**src/rtl/dft_regs.vh**
```
// Functional notes
// Three 8-bit target temperatures, reset 0xa4
// Six 8-bit zone limits, low 0x01, high 0x7f
// Below low limit: turn-on temperature rises
// Above high limit: turn-on temperature falls
// Flag events below low, above high
// Short cycle every n, long every 2n
// Per-channel 3-bit cycle code field placement
// Code 000 gives 8/16, doubling per step
// Below target minus hysteresis: hold turn-on
// Short cycle: drop 2 per 1 rise
// Rise of 0.25 or less: no drop
// Long cycle idle in hysteresis band
// Above target: long cycle drops one degree
// Back below target: hold turn-on temperature
// Neutral zone: fixed turn-on temperature used
// Long-cycle raise needs all four conditions
// Turn-on clamped: high limit, floor -127/-64
// Below turn-on: fan off, loop suspended
// Control bits 7:5 enable each channel
// Limits use measured temperature encoding
// Hysteresis is the fan control hysteresis
`ifndef DFT_REGS_VH
`define DFT_REGS_VH
// Register offsets
`define DFT_ADDR_R1_TARGET 8'h33
`define DFT_ADDR_LC_TARGET 8'h34
`define DFT_ADDR_R2_TARGET 8'h35
`define DFT_ADDR_CAL_ONE 8'h36
`define DFT_ADDR_CYC_SEL 8'h37
`define DFT_ADDR_R1_LOW 8'h4e
`define DFT_ADDR_R1_HIGH 8'h4f
`define DFT_ADDR_LC_LOW 8'h50
`define DFT_ADDR_LC_HIGH 8'h51
`define DFT_ADDR_R2_LOW 8'h52
`define DFT_ADDR_R2_HIGH 8'h53
// Reset values
`define DFT_RST_TARGET 8'ha4
`define DFT_RST_LOW 8'h01
`define DFT_RST_HIGH 8'h7f
`define DFT_RST_CAL_ONE 8'h00
`define DFT_RST_CYC_SEL 8'h00
// Field positions
`define DFT_EN_R1_BIT 7
`define DFT_EN_LC_BIT 6
`define DFT_EN_R2_BIT 5
`define DFT_R2_CODE_LSB_BIT 0
// Timing counts in monitoring cycles
`define DFT_SHORT_BASE 12'd8
// Turn-on temperature floors in degrees
`define DFT_FLOOR_TWOS 12'hf81
`define DFT_FLOOR_OFF64 12'hfc0
`endif

```
**src/rtl/dft_loop.v**
```verilog
`include "dft_regs.vh"

module dft_loop #(
   parameter NCH = 3
) (
   // Clock and reset
   input wire ref_clk,
   input wire rst,
   // Register port
   input wire [7:0] reg_addr,
   input wire [7:0] reg_wdata,
   input wire reg_we,
   input wire reg_re,
   output reg [7:0] reg_rdata,
   // Monitoring timebase and encoding
   input wire monitor_tick,
   input wire offset64_mode,
   // Measured temperatures, 8 integer bits then 2 quarter bits
   input wire [9:0] remote1_temp,
   input wire [9:0] local_temp,
   input wire [9:0] remote2_temp,
   // Fan control hysteresis per channel, whole degrees
   input wire [3:0] remote1_hyst,
   input wire [3:0] local_hyst,
   input wire [3:0] remote2_hyst,
   // Programmed turn-on temperature load
   input wire [7:0] fan_turn_on_temp_set_value,
   input wire remote1_fan_turn_on_temp_set,
   input wire local_fan_turn_on_temp_set,
   input wire remote2_fan_turn_on_temp_set,
   // Adjusted turn-on temperatures
   output wire [7:0] remote1_fan_turn_on_temp,
   output wire [7:0] local_fan_turn_on_temp,
   output wire [7:0] remote2_fan_turn_on_temp,
   // Zone events and fan gating
   output reg [2:0] below_low_flag,
   output reg [2:0] above_high_flag,
   output reg [2:0] fan_off
);

   ////////////////////////////////////////////////////////////////////////////
   // Encoding helpers

   // Register code to signed degrees
   function [11:0] to_deg;
      input [7:0] v;
      input off;
      begin
         if (off) begin
            to_deg = {4'h0, v} - 12'd64;
         end else begin
            to_deg = {{4{v[7]}}, v};
         end
      end
   endfunction

   // Signed degrees back to register code
   function [7:0] from_deg;
      input [11:0] d;
      input off;
      reg [11:0] t;
      begin
         t = d + 12'd64;
         if (off) begin
            from_deg = t[7:0];
         end else begin
            from_deg = d[7:0];
         end
      end
   endfunction

   ////////////////////////////////////////////////////////////////////////////
   // Register file

   reg [7:0] target_q [0:2];
   reg [7:0] low_q [0:2];
   reg [7:0] high_q [0:2];
   reg [7:0] cal_one_q;
   reg [7:0] cyc_sel_q;
   reg [7:0] rdata_d;

   // Software writes
   always @(posedge ref_clk) begin
      if (rst) begin
         target_q[0] <= `DFT_RST_TARGET;
         target_q[1] <= `DFT_RST_TARGET;
         target_q[2] <= `DFT_RST_TARGET;
         low_q[0] <= `DFT_RST_LOW;
         low_q[1] <= `DFT_RST_LOW;
         low_q[2] <= `DFT_RST_LOW;
         high_q[0] <= `DFT_RST_HIGH;
         high_q[1] <= `DFT_RST_HIGH;
         high_q[2] <= `DFT_RST_HIGH;
         cal_one_q <= `DFT_RST_CAL_ONE;
         cyc_sel_q <= `DFT_RST_CYC_SEL;
      end else if (reg_we) begin
         case (reg_addr)
            `DFT_ADDR_R1_TARGET: target_q[0] <= reg_wdata;
            `DFT_ADDR_LC_TARGET: target_q[1] <= reg_wdata;
            `DFT_ADDR_R2_TARGET: target_q[2] <= reg_wdata;
            `DFT_ADDR_CAL_ONE: cal_one_q <= reg_wdata;
            `DFT_ADDR_CYC_SEL: cyc_sel_q <= reg_wdata;
            `DFT_ADDR_R1_LOW: low_q[0] <= reg_wdata;
            `DFT_ADDR_R1_HIGH: high_q[0] <= reg_wdata;
            `DFT_ADDR_LC_LOW: low_q[1] <= reg_wdata;
            `DFT_ADDR_LC_HIGH: high_q[1] <= reg_wdata;
            `DFT_ADDR_R2_LOW: low_q[2] <= reg_wdata;
            `DFT_ADDR_R2_HIGH: high_q[2] <= reg_wdata;
            default: ;
         endcase
      end
   end

   // Read decode, unmapped reads zero
   always @* begin
      case (reg_addr)
         `DFT_ADDR_R1_TARGET: rdata_d = target_q[0];
         `DFT_ADDR_LC_TARGET: rdata_d = target_q[1];
         `DFT_ADDR_R2_TARGET: rdata_d = target_q[2];
         `DFT_ADDR_CAL_ONE: rdata_d = cal_one_q;
         `DFT_ADDR_CYC_SEL: rdata_d = cyc_sel_q;
         `DFT_ADDR_R1_LOW: rdata_d = low_q[0];
         `DFT_ADDR_R1_HIGH: rdata_d = high_q[0];
         `DFT_ADDR_LC_LOW: rdata_d = low_q[1];
         `DFT_ADDR_LC_HIGH: rdata_d = high_q[1];
         `DFT_ADDR_R2_LOW: rdata_d = low_q[2];
         `DFT_ADDR_R2_HIGH: rdata_d = high_q[2];
         default: rdata_d = 8'h00;
      endcase
   end

   // Registered read data
   always @(posedge ref_clk) begin
      if (rst) begin
         reg_rdata <= 8'h00;
      end else if (reg_re) begin
         reg_rdata <= rdata_d;
      end
   end

   ////////////////////////////////////////////////////////////////////////////
   // Per-channel fan-out of inputs and control fields

   wire [9:0] temp_w [0:2];
   wire [3:0] hyst_w [0:2];
   wire [2:0] code_w [0:2];
   wire [2:0] enable_w;
   wire [2:0] fan_turn_on_temp_set_w;
   wire [7:0] fan_turn_on_temp_w [0:2];
   wire [2:0] below_low_w;
   wire [2:0] above_high_w;
   wire [2:0] off_w;

   assign temp_w[0] = remote1_temp;
   assign temp_w[1] = local_temp;
   assign temp_w[2] = remote2_temp;
   assign hyst_w[0] = remote1_hyst;
   assign hyst_w[1] = local_hyst;
   assign hyst_w[2] = remote2_hyst;
   // Cycle code placement
   assign code_w[0] = cyc_sel_q[2:0];
   assign code_w[1] = cyc_sel_q[5:3];
   assign code_w[2] = {cyc_sel_q[7:6], cal_one_q[`DFT_R2_CODE_LSB_BIT]};
   // Adaptive enables
   assign enable_w[0] = cal_one_q[`DFT_EN_R1_BIT];
   assign enable_w[1] = cal_one_q[`DFT_EN_LC_BIT];
   assign enable_w[2] = cal_one_q[`DFT_EN_R2_BIT];
   assign fan_turn_on_temp_set_w = {remote2_fan_turn_on_temp_set, local_fan_turn_on_temp_set, remote1_fan_turn_on_temp_set};

   assign remote1_fan_turn_on_temp = fan_turn_on_temp_w[0];
   assign local_fan_turn_on_temp = fan_turn_on_temp_w[1];
   assign remote2_fan_turn_on_temp = fan_turn_on_temp_w[2];

   ////////////////////////////////////////////////////////////////////////////
   // Adjustment loop, one per channel

   genvar g;
   generate
      for (g = 0; g < NCH; g = g + 1) begin : ch
         reg [7:0] fan_turn_on_temp_q;
         reg [11:0] prev_q;
         reg [11:0] cnt_q;
         reg [7:0] fan_turn_on_temp_d;
         reg [11:0] cnt_next;
         reg [11:0] short_mask;
         reg [11:0] long_mask;
         reg short_hit;
         reg long_hit;
         reg [11:0] temp_qd;
         reg [11:0] temp_deg;
         reg [11:0] target_deg;
         reg [11:0] low_deg;
         reg [11:0] high_deg;
         reg [11:0] fan_turn_on_temp_deg;
         reg [11:0] target_qd;
         reg [11:0] band_qd;
         reg [11:0] rise_qd;
         reg [11:0] low_qd;
         reg [11:0] high_qd;
         reg [11:0] drop_deg;
         reg [11:0] new_deg;
         reg [11:0] floor_deg;
         reg active;
         reg below_low;
         reg above_high;

         // Decision logic for one monitoring cycle
         always @* begin
            cnt_next = cnt_q + 12'd1;
            short_mask = (`DFT_SHORT_BASE << code_w[g]) - 12'd1;
            long_mask = {short_mask[10:0], 1'b1};
            short_hit = (cnt_next & short_mask) == 12'd0;
            long_hit = (cnt_next & long_mask) == 12'd0;
            // Zone, band and turn-on compares in signed quarter degrees (floor compare in degrees), shared encoding
            temp_deg = to_deg(temp_w[g][9:2], offset64_mode);
            target_deg = to_deg(target_q[g], offset64_mode);
            low_deg = to_deg(low_q[g], offset64_mode);
            high_deg = to_deg(high_q[g], offset64_mode);
            temp_qd = {temp_deg[9:0], 2'b00} + {10'd0, temp_w[g][1:0]};
            fan_turn_on_temp_deg = to_deg(fan_turn_on_temp_q, offset64_mode);
            target_qd = {target_deg[9:0], 2'b00};
            band_qd = target_qd - {6'd0, hyst_w[g], 2'b00};
            low_qd = {low_deg[9:0], 2'b00};
            high_qd = {high_deg[9:0], 2'b00};
            rise_qd = temp_qd - prev_q;
            below_low = $signed(temp_qd) < $signed(low_qd);
            above_high = $signed(temp_qd) > $signed(high_qd);
            active = enable_w[g] && ($signed(temp_qd) > $signed({fan_turn_on_temp_deg, 2'b00}));
            floor_deg = offset64_mode ? `DFT_FLOOR_OFF64 : `DFT_FLOOR_TWOS;
            drop_deg = 12'd0;
            new_deg = fan_turn_on_temp_deg;
            fan_turn_on_temp_d = fan_turn_on_temp_q;
            if (active && short_hit && ($signed(temp_qd) > $signed(band_qd))) begin
               // Quarter-degree rises above one step drop two per degree
               if ($signed(rise_qd) > $signed(12'd1)) begin
                  drop_deg = {1'b0, rise_qd[11:1]};
               end
            end
            // Long cycle lowers one degree above target or high limit
            if (active && long_hit && (above_high || ($signed(temp_qd) > $signed(target_qd)))) begin
               drop_deg = drop_deg + 12'd1;
            end
            new_deg = fan_turn_on_temp_deg - drop_deg;
            if (active && long_hit && below_low && ($signed({fan_turn_on_temp_deg, 2'b00}) < $signed(high_qd)) &&
                ($signed({fan_turn_on_temp_deg, 2'b00}) < $signed(target_qd)) && (drop_deg == 12'd0)) begin
               new_deg = fan_turn_on_temp_deg + 12'd1;
            end
            // Floor on the way down
            if ($signed(new_deg) < $signed(floor_deg)) begin
               new_deg = floor_deg;
            end
            if (active && (short_hit || long_hit)) begin
               fan_turn_on_temp_d = from_deg(new_deg, offset64_mode);
            end
            if (fan_turn_on_temp_set_w[g]) begin
               fan_turn_on_temp_d = fan_turn_on_temp_set_value;
            end
         end

         // Loop state update on the monitoring timebase
         always @(posedge ref_clk) begin
            if (rst) begin
               fan_turn_on_temp_q <= 8'h00;
               prev_q <= 12'd0;
               cnt_q <= 12'd0;
            end else begin
               if (fan_turn_on_temp_set_w[g]) begin
                  fan_turn_on_temp_q <= fan_turn_on_temp_d;
               end else if (monitor_tick) begin
                  fan_turn_on_temp_q <= fan_turn_on_temp_d;
               end
               if (monitor_tick) begin
                  prev_q <= temp_qd;
                  cnt_q <= cnt_next;
               end
            end
         end

         assign fan_turn_on_temp_w[g] = fan_turn_on_temp_q;
         assign below_low_w[g] = below_low;
         assign above_high_w[g] = above_high;
         assign off_w[g] = $signed(temp_qd) < $signed({fan_turn_on_temp_deg, 2'b00});
      end
   endgenerate

   ////////////////////////////////////////////////////////////////////////////
   // Zone flags and fan gating, refreshed each monitoring cycle

   always @(posedge ref_clk) begin
      if (rst) begin
         below_low_flag <= 3'b000;
         above_high_flag <= 3'b000;
         fan_off <= 3'b000;
      end else if (monitor_tick) begin
         below_low_flag <= below_low_w;
         above_high_flag <= above_high_w;
         fan_off <= off_w;
      end
   end

endmodule // dft_loop

```
**config.mk**
```make
export PLATFORM = sky130hd
export DESIGN_NAME = dft_loop
export DESIGN_NICKNAME = d
export VERILOG_FILES = /design/src/rtl/dft_loop.v
export VERILOG_INCLUDE_DIRS = /design/src /design/src/rtl
export SDC_FILE = /design/constraint.sdc
export NUM_CORES = 1
export LEC_CHECK = 0
export BUFFER_PORTS_ARGS = -buffer_cell sky130_fd_sc_hd__buf_4
export CORE_MARGIN = 2
export CORE_UTILIZATION = 45
export CTS_CLUSTER_SIZE = 24
export DETAILED_ROUTE_END_ITERATION = 16
export PLACE_DENSITY = 0.67
export RECOVER_POWER = 25
export SLEW_MARGIN = 40
export SYNTH_ARGS = -nofsm -noshare
export SYNTH_HDL_FRONTEND = slang
export SYNTH_SLANG_ARGS = --single-unit
```
**constraint.sdc**
```tcl
create_clock -name ref_clk -period 10.4 [get_ports ref_clk]
set_input_delay 1.56 -clock ref_clk [delete_from_list [all_inputs] [get_ports ref_clk]]
set_output_delay 1.56 -clock ref_clk [all_outputs]
set_load 0.01 [all_outputs]
```
==> reports/results.tsv <==
stage	metric	value	unit
sta	Fin. Hold Viols	0	
sta	unrepaired setup endpoints after global routing	no	
placement	Port Buf Inserts	115	
placement	Final Wtd Congestion	0.979	
global_routing	initial antenna violation count	0	
power	LEAKAGE	0.0102	uW
floorplanning	Die Y-Extent	225	um
global_routing	largest net degree at the start of global routing	62	
worst_setup_path	critical path class	input port to register	
floorplanning	IO Pins	116	
cts	clk buf depth	2	
worst_setup_path	CP startpoint kind	input port	
worst_hold_path	hold path startpoint	cal_one_q[1]	
cells_and_area	most frequent cells in the layout	ha_1, inv_1, nor2_1, nand2_1, a21oi_1	
cts	Clock Tree Root	clkbuf_16	
cts	TritonCTS clock tree	yes	
power	clock power share	0.289	
floorplanning	Initial Util	0.457	
power	part of the power in combinational logic	0.354	
placement	dpl hpwl	57.6	mm
cts	H-tree levels	4	
logic_synthesis	prevailing post-synth register cell	dfxtp_1	
cts	clock sinks	198	
sta	worst hold slack	0.480	ns
worst_setup_path	Crit path largest cell delay	0.49	ns
cells_and_area	most common cell after layout, fill and taps aside	ha_1	
power	Cell Pwr Density	105	mW/mm^2
power	Max IR drop VDD	101	uV
cells_and_area	layout cells sized above 1	0.0849	
sta	clk_skew	0.0108	ns
floorplanning	Row Count	80	
route	via count of the routed design	21100	
worst_setup_path	crit-path max FO	13	
sta	Pins Over Slew Limit	150	
global_routing	GRT Total Usage	0.287	
worst_setup_path	worst path buffer plus inverter count	3	
power	P_sw	977	uW
logic_synthesis	Synth async-reset ratio	0	
sta	final setup vio count	0	
placement	DP Worst Slack	0.113	ns
route	via density per instance	6.20	
global_routing	vias in the first global route	19900	
sta	Worst slew margin	-1.95	
sta	Worst-Margin Slew	4.43	ns
logic_synthesis	Area contributors post-synth	ha_1, dfxtp_1, edfxtp_1	
cells_and_area	FILL cells	4622	
cts	Worst-Skew Late Latency	0.52	ns
logic_synthesis	sequential cell area fraction in the yosys report	0.214	
logic_synthesis	synthesized netlist cell count	2727	
cells_and_area	final core utilization	0.498	
logic_synthesis	number of synthesized flops with an enable pin	72	
cts	Clock transition at path regs	0.09	ns
global_routing	first-pass GRT wire length	112	mm
cells_and_area	Final nets	3137	
cells_and_area	antenna cells	0	
global_routing	global route overflow	0	
logic_synthesis	area leader, netlist	ha_1	
cells_and_area	Layout area overhead	8.91	%
power	Seq pwr share	0.357	
sta	fmax	0.102	GHz
worst_setup_path	Worst path slowest cell	or4b_1	
worst_hold_path	Worst Hold Class	register to register	
route	post-route antenna net violation count	0	
cts	Hold Buf Count CTS	0	
worst_setup_path	Critical Path AT	10.21	ns
worst_setup_path	crit end category	register	
logic_synthesis	Cell variety after synth	112	
logic_synthesis	top-area cell type share of the netlist area	0.156	
outcome	failing checks	capacitance limit, slew limit	
route	1st-iter DRT viols	2100	
logic_synthesis	syn avg cell area	8.04	sq um
floorplanning	core region area	0.0479	sq mm
worst_setup_path	CP required	10.81	ns
cts	CTS Buf Count	17	
logic_synthesis	Mapped Area	0.0219	sq mm
floorplanning	Die Wd	225	um
logic_synthesis	flops & latches, synth	198	
sta	Final WS setup	0.604	ns
floorplanning	die footprint	0.0505	sq mm
job	Max-Cap Viols	3	
worst_setup_path	worst r2r src	target_q[0][8]	
power	Sw Ratio	0.391	
route	DRT Pass-1 Iters	8	
logic_synthesis	Ys Warns	0	
power	Pwr Total	2500	uW
route	wire length per cell	21.3	um
logic_synthesis	post-synth net total	3084	
sta	setup TNS	0	ns
sta	Tcrit/Tclk final	0.942	
power	internal power	1520	uW
outcome	status	finished with violations	
route	Post-Route WL	72.6	mm
worst_setup_path	Top delay family on crit path	simple AND/OR/NAND/NOR gates	
sta	post-layout min period	9.80	ns
worst_setup_path	Critical Path Start	local_temp[9]	
route	DRC Markers	0	
registers in the layout, summed over array words and instances (netlist names):
register / count
reg_rdata: 8
high_q: 24
target_q: 24
below_low_flag: 3
remote2_fan_turn_on_temp: 8
low_q: 24
ch.cnt_q: 36
above_high_flag: 3
ch.prev_q: 33
cyc_sel_q: 8
remote1_fan_turn_on_temp: 8
local_fan_turn_on_temp: 8
cal_one_q: 8
fan_off: 3
logic make-up (layout without fill, tap and decap cells):
group	after synthesis	count (layout)	synth area share
fa+ha+maj	286	286	0.166
xor+xnor	207	207	0.0831
compound gates	694	694	0.222
buf+inv	349	415	0.0631
simple gates	916	916	0.215
flops	198	198	0.214
mux	77	77	0.0373
power groups by stage:
stage / combinational [uW] / clock (uW) / sequential [uW]
2_1_floorplan: 617 / 0 / 883
3_3_place_gp: 846 / 0 / 907
3_5_place_dp: 866 / 0 / 908
4_1_cts: 872 / 736 / 890
5_1_grt: 981 / 758 / 895
6_report: 885 / 723 / 892
Yosys cell counts (all sizes together), types with 57 or more instances:
master	number
o21ai	97
a211oi	57
nor2	236
inv	239
xnor2	115
xor2	92
edfxtp	72
a21oi	165
ha	273
dfxtp	126
nand2	183
nand3	97
clkbuf	82
mux2i	67
final cells by class:
class                           instances  area [sq um]  share of cell area
Clock inverter                         15           194             0.00812
Tap cell                              615           769              0.0322
Sequential cell                       198          4680               0.196
Timing Repair Buffer                  143          1010              0.0424
Multi-Input combinational cell       2180         15900               0.665
Inverter                              240           901              0.0377
Clock buffer                           17           425              0.0178
repair_timing:
item                       CTS  global route
setup endpoints to repair    0             9
buffers inserted             0             0
gates resized for setup      0             4
worst reg2reg max path, delay by kind of cell, from the launching register on:
| family | cells | cell delay [ns] |
|---|---|---|
| and+or+nand+nor | 15 | 3.07 |
| AOI/OAI and AO/OA | 14 | 2.66 |
| adders and majority gates | 6 | 2.03 |
| buffers and inverters | 3 | 0.43 |
| DFF | 1 | 0.42 |
| xor gates and xnor gates | 2 | 0.28 |
| muxes | 1 | 0.14 |
path summary, 6_finish.rpt:
path,end,slack (ns),depth (start not counted)
worst max-delay path,local_fan_turn_on_temp[0],0.60,37
worst min-delay path,cal_one_q[1],0.48,2
worst max register to register,local_fan_turn_on_temp[0],1.24,41
worst min register to register,cal_one_q[1],0.48,2
layer usage:
metal,up-vias,share of wire,track usage
met5,-,0,0
met4,0,0.026,0.0899
met3,122,0.077,0.0516
met2,825,0.44,0.453
met1,10100,0.45,0.396
li1,10100,-,-
per-stage QoR:
| stage | area, sq um | instances |
|---|---|---|
| after global routing | 23900 | 3408 |
| after CTS | 23900 | 3408 |
| final | 23900 | 3408 |
| after floorplan | 21900 | 2727 |
| after detailed placement | 23300 | 3376 |
| after global placement | 23300 | 3376 |
Note: power is estimated with default switching activity, not from simulation.
